**src/logic/pld_params.svh**
```systemverilog
// How it works
// bit 14 picks preamble mode, resets short
// long mode needs seven preamble bytes
// short mode accepts preamble above three bytes
// preamble mode ignored at 100 Mbps
// software picks short mode for tiny preambles
// six-bit window length, code plus one ticks
// error window runs only in steady state
// bits 9-4 set errors needed for drop
// bits 5-0 set descrambler drop window
// bit 14 picks TDR listening channel
// bit 13 picks TDR transmit channel
// bit 12 keeps offset removal across runs
// bits 10-8 set averaged runs, power two
// bits 6-4 pick cable segment
// errors reaching count in window drop link
`ifndef PLD_PARAMS_SVH
`define PLD_PARAMS_SVH

`define PLD_ADDR_TEN      9'h02A
`define PLD_ADDR_FLD1     9'h117
`define PLD_ADDR_FLD2     9'h131
`define PLD_ADDR_CDS      9'h170
`define PLD_ADDR_ISTAT    9'h1F0
`define PLD_ADDR_IMASK    9'h1F1

`define PLD_RST_TEN       16'h7998
`define PLD_RST_FLD1      16'h0000
`define PLD_RST_FLD2      16'h0000
`define PLD_RST_CDS       16'h0C12

`define PLD_WM_TEN        16'h7FFF
`define PLD_WM_FLD1       16'hFFF0
`define PLD_WM_FLD2       16'hFFFF
`define PLD_WM_CDS        16'h7FFF
`define PLD_WM_IRQ        4'hF

`define PLD_BIT_PRE       14
`define PLD_WIN_HI        15
`define PLD_WIN_LO        10
`define PLD_NUM_HI        9
`define PLD_NUM_LO        4
`define PLD_DSC_HI        5
`define PLD_DSC_LO        0
`define PLD_BIT_SAME      14
`define PLD_BIT_CHB       13
`define PLD_BIT_KEEP      12
`define PLD_AVG_HI        10
`define PLD_AVG_LO        8
`define PLD_SEG_HI        6
`define PLD_SEG_LO        4

`define PLD_LONG_MIN      4'h7
`define PLD_SHORT_MIN     4'h4
`define PLD_AVG_RSVD      3'h7
`define PLD_SEG_FIRST     3'h1
`define PLD_SEG_LAST      3'h5

`define PLD_EV_MLT        0
`define PLD_EV_DSC        1
`define PLD_EV_PRE        2
`define PLD_EV_TDR        3

`endif

```
**src/logic/pld_pkg.sv**
```systemverilog
package pld_pkg;

    typedef enum logic [1:0] {
        PRE_IDLE,
        PRE_COUNT,
        PRE_DONE
    } pld_pre_state_t;

    typedef struct packed {
        logic       listen_same;
        logic       tx_chan_b;
        logic       keep_offset_removal_state;
        logic [6:0] avg_runs;
        logic [2:0] segment;
    } pld_tdr_cfg_t;

    typedef struct packed {
        logic [15:0]    ten_cfg;
        logic [15:0]    fld1;
        logic [15:0]    fld2;
        logic [15:0]    cds;
        logic [3:0]     irq_stat;
        logic [3:0]     irq_mask;
        logic [15:0]    rd_data;
        pld_pre_state_t pre_st;
        logic [3:0]     pre_cnt;
        logic           pre_ok;
        logic           pre_bad;
        logic [5:0]     win_cnt;
        logic [6:0]     err_cnt;
        logic [5:0]     dsc_cnt;
        logic           link_down;
        logic           tdr_go;
        logic           tdr_dc_rst;
    } pld_state_t;

endpackage

```
**src/logic/pld_top.sv**
```systemverilog
`timescale 1ns/1ps
`include "pld_params.svh"

module pld_top #(
    parameter int AW = 9,
    parameter int DW = 16
) (
    // clock and reset
    input  wire logic             ref_clk,
    input  wire logic             rst_n,
    // register port
    input  wire logic [AW-1:0]    reg_addr,
    input  wire logic [DW-1:0]    reg_wdata,
    input  wire logic             reg_wr,
    input  wire logic             reg_rd,
    output logic      [DW-1:0]    reg_rdata,
    // receive status from the phy core
    input  wire logic             speed_100,
    input  wire logic             rx_steady,
    input  wire logic             line_tick,
    input  wire logic             line_err,
    input  wire logic             dscr_err,
    // 10 Mbps preamble
    input  wire logic             rx10_pre_byte,
    input  wire logic             rx10_sfd,
    output logic                  rx10_accept,
    output logic                  rx10_reject,
    // link drop
    output logic                  link_down,
    // cable diagnostics
    input  wire logic             tdr_start,
    output logic                  tdr_go,
    output logic                  tdr_dc_reset,
    output pld_pkg::pld_tdr_cfg_t tdr_cfg,
    // interrupt
    output logic                  irq
);

    // refused at elaboration: the map needs nine index bits and 16-bit words
    if (AW < 9 || DW != 16) begin : g_bad_params
        $error("pld_top: needs AW >= 9 and DW == 16");
    end

    pld_pkg::pld_state_t st_ff;
    pld_pkg::pld_state_t nxt_st;

    logic [AW-1:0] addr_9;
    logic [5:0]    win_code;
    logic [5:0]    num_code;
    logic [5:0]    dsc_code;
    logic [2:0]    avg_code;
    logic [2:0]    seg_code;
    logic          long_mode;
    logic [6:0]    err_sum;
    logic [3:0]    ev_set;
    logic [3:0]    ev_clr;
    logic          win_end;
    logic          mlt_drop;
    logic          dsc_drop;
    logic          tdr_bad;

    assign addr_9    = reg_addr;
    assign long_mode = ~st_ff.ten_cfg[`PLD_BIT_PRE];
    assign win_code  = st_ff.fld1[`PLD_WIN_HI:`PLD_WIN_LO];
    assign num_code  = st_ff.fld1[`PLD_NUM_HI:`PLD_NUM_LO];
    assign dsc_code  = st_ff.fld2[`PLD_DSC_HI:`PLD_DSC_LO];
    assign avg_code  = st_ff.cds[`PLD_AVG_HI:`PLD_AVG_LO];
    assign seg_code  = st_ff.cds[`PLD_SEG_HI:`PLD_SEG_LO];

    // window of code+1 ticks ends when the tick counter hits the code
    assign win_end   = line_tick && (st_ff.win_cnt == win_code);
    assign err_sum   = st_ff.err_cnt + {6'h00, line_tick & line_err};

    // reserved codes (zero) leave the detector disarmed
    assign mlt_drop  = speed_100 && rx_steady && (win_code != 6'h00)
                       && (num_code != 6'h00)
                       && (err_sum >= {1'b0, num_code});

    // descrambler errors on consecutive ticks filling the window
    assign dsc_drop  = speed_100 && rx_steady && (dsc_code != 6'h00)
                       && line_tick && dscr_err
                       && (st_ff.dsc_cnt + 6'h01 >= dsc_code);

    assign tdr_bad   = (avg_code == `PLD_AVG_RSVD)
                       || (seg_code < `PLD_SEG_FIRST)
                       || (seg_code > `PLD_SEG_LAST);

    assign ev_set = {tdr_start & tdr_bad,
                     st_ff.pre_bad,
                     dsc_drop & ~st_ff.link_down,
                     mlt_drop & ~st_ff.link_down};

    assign ev_clr = (reg_rd && addr_9 == `PLD_ADDR_ISTAT) ? 4'hF : 4'h0;

    always_comb begin
        nxt_st = st_ff;
        nxt_st.pre_ok     = 1'b0;
        nxt_st.pre_bad    = 1'b0;
        nxt_st.tdr_go     = 1'b0;
        nxt_st.tdr_dc_rst = 1'b0;

        // register writes; read-only bits stay zero through the masks
        if (reg_wr) begin
            case (addr_9)
                `PLD_ADDR_TEN: begin
                    nxt_st.ten_cfg = reg_wdata & `PLD_WM_TEN;
                end
                `PLD_ADDR_FLD1: begin
                    nxt_st.fld1 = reg_wdata & `PLD_WM_FLD1;
                end
                `PLD_ADDR_FLD2: begin
                    nxt_st.fld2 = reg_wdata & `PLD_WM_FLD2;
                end
                `PLD_ADDR_CDS: begin
                    nxt_st.cds = reg_wdata & `PLD_WM_CDS;
                end
                `PLD_ADDR_IMASK: begin
                    nxt_st.irq_mask = reg_wdata[3:0] & `PLD_WM_IRQ;
                end
                default: begin
                    nxt_st.cds = st_ff.cds;
                end
            endcase
        end

        // read data valid the cycle after the strobe, zero when unmapped
        nxt_st.rd_data = 16'h0000;
        if (reg_rd) begin
            case (addr_9)
                `PLD_ADDR_TEN:   nxt_st.rd_data = st_ff.ten_cfg;
                `PLD_ADDR_FLD1:  nxt_st.rd_data = st_ff.fld1;
                `PLD_ADDR_FLD2:  nxt_st.rd_data = st_ff.fld2;
                `PLD_ADDR_CDS:   nxt_st.rd_data = st_ff.cds;
                `PLD_ADDR_ISTAT: nxt_st.rd_data = {12'h000, st_ff.irq_stat};
                `PLD_ADDR_IMASK: nxt_st.rd_data = {12'h000, st_ff.irq_mask};
                default:         nxt_st.rd_data = 16'h0000;
            endcase
        end

        // set wins over the clear of a status read
        nxt_st.irq_stat = (st_ff.irq_stat & ~ev_clr) | ev_set;

        // 10 Mbps preamble counting; mode has no say at 100 Mbps
        if (speed_100) begin
            nxt_st.pre_st  = pld_pkg::PRE_IDLE;
            nxt_st.pre_cnt = 4'h0;
        end else begin
            case (st_ff.pre_st)
                pld_pkg::PRE_IDLE: begin
                    nxt_st.pre_cnt = 4'h0;
                    if (rx10_pre_byte) begin
                        nxt_st.pre_cnt = 4'h1;
                        nxt_st.pre_st  = pld_pkg::PRE_COUNT;
                    end
                end
                pld_pkg::PRE_COUNT: begin
                    // saturate so very long preambles never wrap
                    if (rx10_pre_byte && st_ff.pre_cnt != 4'hF) begin
                        nxt_st.pre_cnt = st_ff.pre_cnt + 4'h1;
                    end
                    if (rx10_sfd) begin
                        nxt_st.pre_st = pld_pkg::PRE_DONE;
                        if (long_mode) begin
                            nxt_st.pre_ok  = (st_ff.pre_cnt >= `PLD_LONG_MIN);
                        end else begin
                            nxt_st.pre_ok  = (st_ff.pre_cnt >= `PLD_SHORT_MIN);
                        end
                        nxt_st.pre_bad = ~nxt_st.pre_ok;
                    end
                end
                pld_pkg::PRE_DONE: begin
                    // one idle cycle keeps the frame's bytes out of the next count
                    nxt_st.pre_st  = pld_pkg::PRE_IDLE;
                    nxt_st.pre_cnt = 4'h0;
                end
                default: begin
                    nxt_st.pre_st  = pld_pkg::PRE_IDLE;
                    nxt_st.pre_cnt = 4'h0;
                end
            endcase
        end

        // error window only counts while the receiver sits in steady state
        if (!(speed_100 && rx_steady)) begin
            nxt_st.win_cnt = 6'h00;
            nxt_st.err_cnt = 7'h00;
            nxt_st.dsc_cnt = 6'h00;
        end else begin
            if (win_end) begin
                nxt_st.win_cnt = 6'h00;
                nxt_st.err_cnt = 7'h00;
            end else if (line_tick) begin
                nxt_st.win_cnt = st_ff.win_cnt + 6'h01;
                nxt_st.err_cnt = err_sum;
            end
            if (line_tick) begin
                if (dscr_err && !dsc_drop) begin
                    nxt_st.dsc_cnt = st_ff.dsc_cnt + 6'h01;
                end else begin
                    nxt_st.dsc_cnt = 6'h00;
                end
            end
        end

        // link stays down until the receiver leaves steady state
        if (mlt_drop || dsc_drop) begin
            nxt_st.link_down = 1'b1;
        end else if (!rx_steady) begin
            nxt_st.link_down = 1'b0;
        end

        // a run with reserved average or segment codes is refused
        if (tdr_start && !tdr_bad) begin
            nxt_st.tdr_go     = 1'b1;
            nxt_st.tdr_dc_rst = ~st_ff.cds[`PLD_BIT_KEEP];
        end
    end

    always_ff @(posedge ref_clk or negedge rst_n) begin
        if (!rst_n) begin
            st_ff <= '{ten_cfg:   `PLD_RST_TEN,
                       fld1:      `PLD_RST_FLD1,
                       fld2:      `PLD_RST_FLD2,
                       cds:       `PLD_RST_CDS,
                       irq_stat:  4'h0,
                       irq_mask:  4'h0,
                       rd_data:   16'h0000,
                       pre_st:    pld_pkg::PRE_IDLE,
                       pre_cnt:   4'h0,
                       pre_ok:    1'b0,
                       pre_bad:   1'b0,
                       win_cnt:   6'h00,
                       err_cnt:   7'h00,
                       dsc_cnt:   6'h00,
                       link_down: 1'b0,
                       tdr_go:    1'b0,
                       tdr_dc_rst: 1'b0};
        end else begin
            st_ff <= nxt_st;
        end
    end

    assign reg_rdata    = st_ff.rd_data;
    assign rx10_accept  = st_ff.pre_ok;
    assign rx10_reject  = st_ff.pre_bad;
    assign link_down    = st_ff.link_down;
    assign tdr_go       = st_ff.tdr_go;
    assign tdr_dc_reset = st_ff.tdr_dc_rst;
    assign irq          = |(st_ff.irq_stat & st_ff.irq_mask);

    // one driver for the whole struct
    assign tdr_cfg = '{listen_same:               st_ff.cds[`PLD_BIT_SAME],
                       tx_chan_b:                 st_ff.cds[`PLD_BIT_CHB],
                       keep_offset_removal_state: st_ff.cds[`PLD_BIT_KEEP],
                       avg_runs:                  7'h01 << avg_code,
                       segment:                   seg_code};

endmodule // pld_top

```
**config.mk**
```make
export PLATFORM = sky130hd
export DESIGN_NAME = pld_top
export DESIGN_NICKNAME = d
export VERILOG_FILES = /design/src/logic/pld_pkg.sv /design/src/logic/pld_top.sv
export VERILOG_INCLUDE_DIRS = /design/src /design/src/logic
export SDC_FILE = /design/constraint.sdc
export NUM_CORES = 1
export LEC_CHECK = 0
export ABC_AREA = 1
export ABC_CLOCK_PERIOD_IN_PS = 3300
export BUFFER_PORTS_ARGS = -buffer_cell sky130_fd_sc_hd__clkbuf_2
export CORE_ASPECT_RATIO = 2
export CORE_MARGIN = 2
export CORE_UTILIZATION = 35
export CTS_CLUSTER_SIZE = 20
export DETAILED_ROUTE_END_ITERATION = 10
export HOLD_SLACK_MARGIN = 0.08
export PLACE_DENSITY = 0.63
export SKIP_LAST_GASP = 1
export SLEW_MARGIN = 20
export SYNTH_ARGS = -nofsm -noshare
export SYNTH_HDL_FRONTEND = slang
export SYNTH_SLANG_ARGS = --single-unit
export TNS_END_PERCENT = 50
```
**constraint.sdc**
```tcl
create_clock -name ref_clk -period 3.3 [get_ports ref_clk]
set_input_delay 0.495 -clock ref_clk [delete_from_list [all_inputs] [get_ports ref_clk]]
set_output_delay 0.495 -clock ref_clk [all_outputs]
set_load 0.01 [all_outputs]
```
==> flow_metrics.py, run 1 <==
metrics = {
    "finish": {
        "num_antenna_cells": 0,
        "areaGrowthSynthToFinish_pct": 11.1,
        "final_cells": 1012,
        "final_layout_size_suffix_gt1_frac": 0.191,
        "nFillCells": 1815,
        "final_common_cell": "nand2_1",
        "final_cell_mix": "nand2_1 (190), dfrtp_1 (100), inv_1 (84), nor2_1 (75), clkbuf_2 (70)",
        "fin_nets": 851,
    },
    "critical_path": {
        "worstPathArrival_ns": 2.45,
        "max_stage_delay_ns": 0.45,
        "crit_required_ns": 3.56,
        "startpoint_type": "register",
        "critPathMostFrequentCell": "nand2_1",
        "crit_chain": "ha_1, nand3_1, xor2_1, inv_1, ha_1, nand2_1, nor2_1, o21ai_0, nand2_1, nand2_1, o21ai_0",
        "endpoint_kind": "register",
        "cpMaxStageDelayCell": "dfrtp_1",
        "path_buf_inv": 1,
        "worst-path-max-fanout": 8,
        "critPathKind": "register to register",
        "critPathTopFamily": "simple AND/OR/NAND/NOR gates",
    },
    "synth": {
        "ys_warn_count": 0,
        "ys_ff_latch": 112,
        "synth_nets": 803,
        "ys_seq_area_frac": 0.462,
        "synth_cell_type_count": 36,
        "syn_inst": 749,
        "synth_area_um2": 6090,
        "avgSynthCellArea_um2": 8.14,
    },
    "global_routing": {
        "grt_pass1_wl_mm": 25.3,
        "gr-total-overflow": 0,
        "track_usage": 0.173,
        "antenna_found_initial": 0,
        "grt_max_degree": 82,
        "first_global_vias": 4875,
    },
    "clocking": {
        "cts_tree": "yes",
        "clk_path_buf_depth": 2,
        "cts-root-buf": "clkbuf_16",
        "path_clk_slew_ns": 0.07,
        "numCtsBuffers": 9,
        "holdBufCountCts": 0,
        "numClockSinks": 112,
        "cts_resized": 0,
        "clock_latency_ns": 0.35,
        "post_cts_buffers": 0,
        "htreeDepth": 3,
    },
    "timing": {
        "slew_headroom": 0.498,
        "rsz0062_at_grt": "false",
        "tightest_slew_ns": 0.751,
        "hold_viol": 0,
        "tns_ns": 0,
        "period_minus_slack_ns": 2.20,
        "period_share": 0.665,
        "finalMaxSlewViolations": 0,
        "skew_ns": 0.00861,
        "max_freq_mhz": 455,
        "holdWs_ns": 0.0832,
        "setup_viol": 0,
    },
    "placed_design": {
        "dp.cells": 996,
        "port_buffers": 71,
        "post-dp-hpwl_mm": 11.8,
        "gp_congestion": 0.873,
    },
    "power": {
        "finalPower_w": 0.00282,
        "cellPowerDensity_nw_per_um2": 416,
        "leakagePower_nw": 3.41,
        "ir_drop_mv": 0.300,
    },
    "job": {
        "maxCapViolations": 0,
    },
    "floorplanning": {
        "initial_utilization": 0.355,
        "die_y_um": 191,
        "die_x_um": 97.3,
        "dieArea_um2": 18500,
        "core-area_um2": 17200,
        "fp-row-count": 68,
        "boundaryPins": 72,
    },
    "drt": {
        "initialDrtViolationCount": 231,
        "wl_met2_mm": 8.36,
        "ant_nets": 0,
        "vias_per_cell": 4.81,
        "vias": 4871,
        "wirelength_met1_mm": 6.20,
        "post_drt_wl_per_cell_um": 15.1,
        "drt_pre_antenna_iters": 4,
        "drt-total-wl_mm": 15.3,
        "maxUsedRoutingLayer": "met4",
        "dr_wl_met3_um": 337,
        "drc": 0,
    },
    "min_path": {
        "hold_class": "primary input to asynchronous set/reset pin",
    },
    "status": {
        "outcome": "complete, no violations",
    },
}
==> area by class of cell <==
| type | instances | area [µm²] | area share |
|---|---|---|---|
| Tap cell | 210 | 263 | 0.0388 |
| Multi-Input combinational cell | 510 | 2650 | 0.391 |
| Clock inverter | 4 | 52.6 | 0.00776 |
| Inverter | 90 | 340 | 0.0503 |
| Clock buffer | 12 | 256 | 0.0379 |
| Sequential cell | 112 | 2820 | 0.416 |
| Timing Repair Buffer | 74 | 393 | 0.0581 |
==> path summary, 6_finish.rpt <==
check | to | start | depth (start not counted) | slack (ns)
worst max-delay path | st_ff[51]$_DFF_PN0_ | st_ff[3]$_DFFE_PN0P_ | 11 | 1.10
worst min-delay path | st_ff[104]$_DFFE_PN0P_ | rst_n | 1 | 0.08
worst max register to register | st_ff[51]$_DFF_PN0_ | st_ff[3]$_DFFE_PN0P_ | 11 | 1.10
worst min register to register | st_ff[27]$_DFFE_PN0P_ | st_ff[27]$_DFFE_PN0P_ | 1 | 0.47
max in group asynchronous | st_ff[114]$_DFFE_PN1P_ | rst_n | 2 | 2.40
min in group ref_clk | st_ff[28]$_DFFE_PN0P_ | rx10_sfd | 2 | 0.34
==> kinds of logic (layout without fill, tap and decap cells) <==
kind of cell,Yosys count,count (layout),share of synthesized area
buffers and inverters,127,180,0.103
AO/OA/AOI/OAI,107,107,0.108
adder cells (fa/ha/maj),17,17,0.0349
flip-flops,112,112,0.462
XOR/XNOR,9,9,0.0129
AND/OR/NAND/NOR,377,377,0.278
==> stage by stage <==
step / setup WS, ns / util / instance area, µm²
6_report: 1.10 / 0.394 / 6770
5_1_grt: 0.921 / 0.394 / 6770
4_1_cts: 1.08 / 0.394 / 6770
3_5_place_dp: 0.756 / 0.376 / 6460
3_3_place_gp: 0.843 / 0.376 / 6460
2_1_floorplan: 0.994 / - / 6090
==> layer usage <==
layer | up-vias | track usage
li1 | 2485 | -
met2 | 69 | 0.328
met5 | - | 0
met4 | 0 | 0.0716
met3 | 18 | 0.0172
met1 | 2299 | 0.197
==> state kept, by name, summed over array words and instances, names as in the netlist <==
| name | flops |
|---|---|
| num_code | 6 |
| reg_rdata | 16 |
| rx10_reject | 1 |
| avg_code | 3 |
| tdr_dc_reset | 1 |
| tdr_go | 1 |
| dsc_code | 6 |
| link_down | 1 |
| tdr_cfg | 6 |
| rx10_accept | 1 |
| st_ff | 70 |
==> power breakdown <==
group / internal (W) / switching [W] / total (W) / leakage [nW]
clock network: 0.000634 / 0.000494 / 0.00113 / 0.153
registers: 0.00141 / 0.0000324 / 0.00144 / 1.50
logic: 0.0000735 / 0.000174 / 0.000247 / 1.76
total: 0.00212 / 0.000700 / 0.00282 / 3.41
==> cell usage after synthesis <==
| cell | number | area, µm² |
|---|---|---|
| dfrtp_1 | 100 | 2500 |
| o21ai_2 | 28 | 245 |
| nor2_4 | 6 | 67.6 |
| and3_1 | 1 | 6.26 |
| nand2_4 | 2 | 22.5 |
| a21o_1 | 2 | 15.0 |
| nor3_1 | 11 | 55.1 |
| nand2_1 | 190 | 713 |
| dfstp_2 | 12 | 315 |
| xor2_1 | 8 | 70.1 |
| nand4_1 | 19 | 119 |
| o31ai_1 | 1 | 7.51 |
| nand3_2 | 2 | 20.0 |
| a21oi_1 | 8 | 40.0 |
| inv_1 | 84 | 315 |
| o21bai_1 | 2 | 15.0 |
| inv_4 | 1 | 6.26 |
| nand2_2 | 6 | 37.5 |
| inv_2 | 3 | 11.3 |
| o21ai_1 | 30 | 150 |
| nor2_8 | 2 | 40.0 |
| clkinv_1 | 2 | 7.51 |
| xnor2_1 | 1 | 8.76 |
| nand3_4 | 1 | 17.5 |
| buf_2 | 4 | 20.0 |
| nor2_2 | 1 | 6.26 |
| buf_4 | 23 | 173 |
| o21a_1 | 1 | 7.51 |
| clkbuf_1 | 2 | 7.51 |
| o211ai_1 | 2 | 15.0 |
| buf_6 | 8 | 90.1 |
| nor2_1 | 75 | 282 |
| ha_1 | 17 | 213 |
| and2_1 | 1 | 6.26 |
| nand3_1 | 60 | 300 |
| o21ai_0 | 33 | 165 |
Power figures use the tool's default switching activity.
==> run 2: changes to the inputs <==
--- a/config.mk
+++ b/config.mk
@@ -6,8 +6,8 @@
 export SDC_FILE = /design/constraint.sdc
 export NUM_CORES = 1
 export LEC_CHECK = 0
-export ABC_AREA = 1
-export ABC_CLOCK_PERIOD_IN_PS = 3300
+export ABC_AREA = 0
+export ABC_CLOCK_PERIOD_IN_PS = 2300
 export BUFFER_PORTS_ARGS = -buffer_cell sky130_fd_sc_hd__clkbuf_2
 export CORE_ASPECT_RATIO = 2
 export CORE_MARGIN = 2
@@ -15,7 +15,7 @@
 export CTS_CLUSTER_SIZE = 20
 export DETAILED_ROUTE_END_ITERATION = 10
 export HOLD_SLACK_MARGIN = 0.08
-export PLACE_DENSITY = 0.63
+export PLACE_DENSITY = 0.64
 export SKIP_LAST_GASP = 1
 export SLEW_MARGIN = 20
 export SYNTH_ARGS = -nofsm -noshare
==> constraint.sdc (replaced) <==
create_clock -name ref_clk -period 2.3 [get_ports ref_clk]
set_input_delay 0.345 -clock ref_clk [delete_from_list [all_inputs] [get_ports ref_clk]]
set_output_delay 0.345 -clock ref_clk [all_outputs]
set_load 0.01 [all_outputs]
==> run 2 against run 1 <==
  * The run now ends with negative setup slack left
  * Total power up 37%
  * Critical path type unchanged
  * Largest cell class unchanged
  * Area after synthesis down 8.1%
  * Critical endpoint is now st_ff[5]$_DFFE_PN0P_
  * Largest power group unchanged
  * Critical path depth down 2
  * Clock skew up 0.00087 ns
==> flow_metrics.py, run 2 <==
metrics = {
    "status": {
        "outcome": "finished with violations",
        "violations": "negative setup slack",
    },
    "power": {
        "leakagePower_nw": 3.18,
        "ir_drop_mv": 0.534,
        "cellPowerDensity_nw_per_um2": 600,
    },
    "floorplanning": {
        "core-area_um2": 15700,
        "die_x_um": 93.4,
        "boundaryPins": 72,
        "dieArea_um2": 17100,
        "initial_utilization": 0.357,
        "die_y_um": 183,
        "fp-row-count": 65,
    },
    "finish": {
        "final_cell_mix": "dfrtp_1 (100), clkbuf_2 (70), mux2_2 (55), nor2_1 (28), nand2_1 (28)",
        "regMostFlops": "st_ff",
        "fin_area_um2": 6430,
        "multi_input_area_um2": 2500,
        "fin_nets": 590,
        "final_common_cell": "dfrtp_1",
        "areaGrowthSynthToFinish_pct": 14.9,
        "nFillCells": 1483,
        "num_antenna_cells": 0,
        "final_cells": 742,
        "final_layout_size_suffix_gt1_frac": 0.364,
        "utilization": 0.410,
        "largest_register_ffs": 70,
        "seqCellArea_um2": 2820,
    },
    "job": {
        "maxCapViolations": 0,
    },
    "synth": {
        "synth_edf_count": 0,
        "synth_flop_cell": "dfrtp_1",
        "synth_cell_type_count": 52,
        "async_flop_share": 1.00,
        "synth_area_leaders": "dfrtp_1 (45%), mux2_2 (11%), dfstp_2 (5.6%)",
        "ys_warn_count": 0,
        "synth_top_area_share": 0.447,
        "ys_ff_latch": 112,
        "avgSynthCellArea_um2": 11.8,
        "yosysMostFrequentCell": "dfrtp_1",
        "ys_top_cells_by_count": "dfrtp_1 (100), mux2_2 (56), nand2_1 (28), nor2_1 (28), buf_4 (23)",
        "ys_seq_area_frac": 0.503,
        "synth_nets": 529,
        "syn_inst": 475,
        "yosysTopAreaCell": "dfrtp_1",
        "synth_area_um2": 5600,
    },
    "min_path": {
        "hold_class": "primary input to register",
    },
    "global_routing": {
        "grt_max_degree": 63,
        "antenna_found_initial": 0,
        "grt_pass1_wl_mm": 22.4,
        "first_global_vias": 4428,
        "gr-total-overflow": 0,
        "track_usage": 0.170,
    },
    "timing": {
        "skew_ns": 0.00948,
        "rsz0062_at_grt": "true",
        "tightest_slew_ns": 0.610,
        "finalMaxSlewViolations": 0,
        "hold_viol": 0,
        "period_share": 1.01,
        "slew_headroom": 0.590,
        "period_minus_slack_ns": 2.33,
        "max_freq_mhz": 430,
        "worst_slack_ns": -0.0252,
        "setup_viol": 1,
    },
    "drt": {
        "ant_nets": 0,
        "drc": 0,
        "initialDrtViolationCount": 279,
        "post_drt_wl_per_cell_um": 18.6,
        "drt_pre_antenna_iters": 5,
        "drt-total-wl_mm": 13.8,
        "vias_per_cell": 5.35,
        "vias": 3968,
    },
    "clocking": {
        "numClockSinks": 112,
        "path_clk_slew_ns": 0.07,
        "htreeDepth": 3,
        "clk_path_buf_depth": 2,
        "numCtsBuffers": 9,
        "cts-root-buf": "clkbuf_16",
        "clock_latency_ns": 0.35,
        "cts_tree": "yes",
    },
    "critical_path": {
        "endpoint_kind": "register",
        "worstPathArrival_ns": 2.61,
        "r2r_slack_ns": -0.03,
        "critPathKind": "register to register",
        "worst-path-max-fanout": 4,
        "startpoint_type": "register",
        "crit_required_ns": 2.59,
    },
    "placed_design": {
        "port_buffers": 71,
        "post-dp-hpwl_mm": 10.3,
        "dp.cells": 723,
        "place_area_um2": 6090,
        "gp_congestion": 0.857,
    },
}
==> run 2: cell types whose count changed after synthesis, sizes merged, moves of 14 or more <==
cell	change
inv	-70
nand2	-167
mux2	+66
nand3	-48
o21ai	-77
nor2	-56
a22o	+14
a222oi	+15
nand4	-16
==> run 2: metal layers <==
layer | global-route usage | wire (µm) | vias up
met1 | 0.176 | 4950 | 1983
met4 | 0.0788 | 511 | 0
met2 | 0.323 | 7790 | 104
met3 | 0.0283 | 511 | 27
met5 | 0 | 0 | -
li1 | - | - | 1854
==> run 2: repair_timing <==
item                                   CTS  global route
pin swaps                                2             3
gates resized for setup                  4             3
endpoints found under the hold margin   20             0
setup endpoints to repair                6             7
buffers inserted                         0             2
hold buffers                             1             0
==> run 2: where the power goes <==
part / internal [W] / leakage, nW / total [W] / switching (W)
sequential: 0.00202 / 1.50 / 0.00206 / 0.0000422
combinational: 0.000110 / 1.56 / 0.000277 / 0.000167
clock: 0.000777 / 0.129 / 0.00152 / 0.000748
==> run 2: logic make-up (layout without fill, tap and decap cells) <==
group           Yosys count  count (layout)  synth area share
xor+xnor                 17              17            0.0266
simple gates            118             118             0.115
fa+ha+maj                17              17            0.0380
compound gates           87              87             0.119
flops                   112             112             0.503
mux                      67              67             0.141
buf+inv                  57             123            0.0565
==> run 2: stage by stage <==
step / hold slack, ns / TNS, ns / power (W) / worst slack [ns]
floorplan: 0.0494 / 0 / 0.00221 / 0.245
global placement: 0.262 / 0 / 0.00236 / 0.00832
detailed placement: 0.273 / -0.735 / 0.00237 / -0.165
CTS: 0.235 / 0 / 0.00389 / 0.0176
global route: 0.249 / -0.376 / 0.00399 / -0.120
finish: 0.246 / -0.0252 / 0.00386 / -0.0252
==> run 2: cell type report <==
class,count,share of cell area
Tap cell,201,0.0391
Timing Repair Buffer,89,0.0790
Inverter,18,0.0105
Clock buffer,10,0.0372
Multi-Input combinational cell,306,0.388
Clock inverter,6,0.00778
Sequential cell,112,0.438
==> run 2: path summary, 6_finish.rpt <==
path,start,endpoint,depth (start not counted)
min in group asynchronous,rst_n,reg_rdata[6]$_DFF_PN0_,2
worst max-delay path,st_ff[3]$_DFFE_PN0P_,st_ff[5]$_DFFE_PN0P_,9
worst min-delay path,speed_100,st_ff[28]$_DFFE_PN0P_,2
worst min register to register,st_ff[29]$_DFFE_PN0P_,st_ff[28]$_DFFE_PN0P_,1
max in group asynchronous,rst_n,st_ff[110]$_DFFE_PN1P_,3
worst max register to register,st_ff[3]$_DFFE_PN0P_,st_ff[5]$_DFFE_PN0P_,9
==> run 2: critical path, stage by stage, from the launching register on <==
cell      delay (ns)
dfrtp_1         0.41
ha_2            0.22
nand3_1         0.13
xnor2_2         0.24
ha_1            0.31
a41o_1          0.19
a21oi_1         0.16
o21ai_2         0.10
a221oi_1        0.36
a21o_1          0.14
==> run 3: changes to the inputs <==
--- a/config.mk
+++ b/config.mk
@@ -16,6 +16,7 @@
 export DETAILED_ROUTE_END_ITERATION = 10
 export HOLD_SLACK_MARGIN = 0.08
 export PLACE_DENSITY = 0.64
+export SKIP_CTS_REPAIR_TIMING = 1
 export SKIP_LAST_GASP = 1
 export SLEW_MARGIN = 20
 export SYNTH_ARGS = -nofsm -noshare
==> run 3 against run 2 <==
  * The flow still finishes with violations (negative setup slack)
  * Maximum frequency grew 0.56%
  * Sequential power barely moved
  * Critical path type unchanged
  * Die area stayed put
  * Largest power group unchanged
  * Routed wire length grew 0.59%
  * Critical path depth did not move
  * Cell count up 0.13%
  * Hold slack worse by 0.0016 ns
==> flow_metrics.py, run 3 (synthesized netlist as in run 2, its figures left out) <==
metrics = {
    "status": {
        "outcome": "finished with violations",
        "violations": "negative setup slack",
    },
    "critical_path": {
        "rr_startpoint": "st_ff[3]$_DFFE_PN0P_",
        "startpoint_type": "register",
        "critPathKind": "register to register",
        "ff2ff_path_depth": 9,
        "endpoint_kind": "register",
        "worstPathArrival_ns": 2.60,
        "rr_endpoint": "st_ff[5]$_DFFE_PN0P_",
        "crit_required_ns": 2.59,
        "r2r_slack_ns": -0.01,
        "worst-path-max-fanout": 4,
    },
    "floorplanning": {
        "initial_utilization": 0.357,
        "dieArea_um2": 17100,
        "die_x_um": 93.4,
        "fp-row-count": 65,
        "die_y_um": 183,
        "core-area_um2": 15700,
        "boundaryPins": 72,
    },
    "timing": {
        "holdWs_ns": 0.244,
        "slew_headroom": 0.557,
        "setup_viol": 1,
        "period_share": 1.01,
        "worst_slack_ns": -0.0124,
        "hold_viol": 0,
        "max_freq_mhz": 432,
        "period_minus_slack_ns": 2.31,
        "tightest_slew_ns": 0.658,
        "skew_ns": 0.0106,
        "finalMaxSlewViolations": 0,
    },
    "drt": {
        "drc": 0,
        "vias": 4007,
        "drt_pre_antenna_iters": 5,
        "post_drt_wl_per_cell_um": 18.6,
        "ant_nets": 0,
        "vias_per_cell": 5.39,
        "initialDrtViolationCount": 316,
        "drt-total-wl_mm": 13.9,
    },
    "global_routing": {
        "antenna_found_initial": 0,
        "grt_max_degree": 63,
        "first_global_vias": 4414,
        "gr-total-overflow": 0,
        "grt_pass1_wl_mm": 22.4,
        "track_usage": 0.170,
    },
    "finish": {
        "utilization": 0.411,
        "largest_register_ffs": 70,
        "final_layout_size_suffix_gt1_frac": 0.367,
        "num_antenna_cells": 0,
        "regMostFlops": "st_ff",
        "final_common_cell": "dfrtp_1",
        "areaGrowthSynthToFinish_pct": 15.3,
        "multi_input_area_um2": 2510,
        "final_cell_mix": "dfrtp_1 (100), clkbuf_2 (70), mux2_2 (55), nor2_1 (28), nand2_1 (28)",
        "fin_area_um2": 6450,
        "nFillCells": 1479,
        "seqCellArea_um2": 2820,
        "fin_nets": 591,
    },
    "min_path": {
        "worstHoldEndpoint": "st_ff[28]$_DFFE_PN0P_",
        "hp-start": "speed_100",
        "whs_path_depth": 2,
        "hold_class": "primary input to register",
    },
    "clocking": {
        "cts-root-buf": "clkbuf_16",
        "numClockSinks": 112,
        "clock_latency_ns": 0.35,
        "cts_tree": "yes",
        "clk_path_buf_depth": 2,
        "numCtsBuffers": 9,
        "htreeDepth": 3,
        "path_clk_slew_ns": 0.07,
    },
    "placed_design": {
        "port_buffers": 71,
        "gp_congestion": 0.857,
        "post-dp-hpwl_mm": 10.3,
        "place_area_um2": 6090,
    },
    "power": {
        "cellPowerDensity_nw_per_um2": 598,
        "ir_drop_mv": 0.537,
        "finalPower_w": 0.00386,
        "leakagePower_nw": 3.19,
    },
    "job": {
        "maxCapViolations": 0,
    },
}
[run 3: cell types whose count changed in the layout (fill, tap and decap cells not counted)]
cell | previous run | this run
a21oi_2 | 1 | 0
a21oi_4 | 0 | 1
a221oi_1 | 1 | 0
a221oi_2 | 0 | 1
buf_4 | 17 | 18
[run 3: per-stage QoR]
step           cells  setup TNS (ns)  setup WS, ns
2_1_floorplan    475               0         0.245
3_3_place_gp     723               0       0.00832
3_5_place_dp     723          -0.735        -0.165
4_1_cts          739          -0.864        -0.195
5_1_grt          743         -0.0739       -0.0465
6_report         743         -0.0124       -0.0124
[run 3: cell type report]
| cell class | instances | share of cell area |
|---|---|---|
| clock buffer | 10 | 0.0370 |
| clock inverter | 6 | 0.00775 |
| inverter | 18 | 0.0105 |
| multi-input combinational | 306 | 0.389 |
| sequential | 112 | 0.437 |
| tap | 201 | 0.0390 |
| timing repair buffer | 90 | 0.0799 |
[run 3: metal layers]
metal / up-vias / global-route usage / part of all wire
met5: - / 0 / 0
met4: 0 / 0.0759 / 0.036
met3: 28 / 0.0283 / 0.033
met2: 101 / 0.324 / 0.57
met1: 2027 / 0.177 / 0.36
li1: 1851 / - / -
[run 3: worst max-delay path: stages, from the launching register on]
cell,delay [ns]
dfrtp_1,0.40
ha_2,0.20
nand3_1,0.13
xnor2_2,0.27
ha_1,0.31
a41o_1,0.20
a21oi_1,0.17
o21ai_2,0.13
a221oi_2,0.32
a21o_1,0.13
[run 3: how the worst max path moves through the flow]
| stage | start | endpoint |
|---|---|---|
| after CTS | st_ff[3]$_DFFE_PN0P_ | st_ff[3]$_DFFE_PN0P_ |
| after detailed placement | st_ff[3]$_DFFE_PN0P_ | st_ff[3]$_DFFE_PN0P_ |
| after global routing | st_ff[3]$_DFFE_PN0P_ | st_ff[5]$_DFFE_PN0P_ |
| after global placement | st_ff[3]$_DFFE_PN0P_ | st_ff[3]$_DFFE_PN0P_ |
| after floorplan | st_ff[3]$_DFFE_PN0P_ | st_ff[3]$_DFFE_PN0P_ |
| final | st_ff[3]$_DFFE_PN0P_ | st_ff[5]$_DFFE_PN0P_ |
[run 3: power breakdown]
| group | internal [W] | leakage (nW) | switching, W |
|---|---|---|---|
| registers | 0.00202 | 1.50 | 0.0000417 |
| clock network | 0.000777 | 0.129 | 0.000744 |
| logic | 0.000110 | 1.56 | 0.000170 |
| total | 0.00290 | 3.19 | 0.000956 |
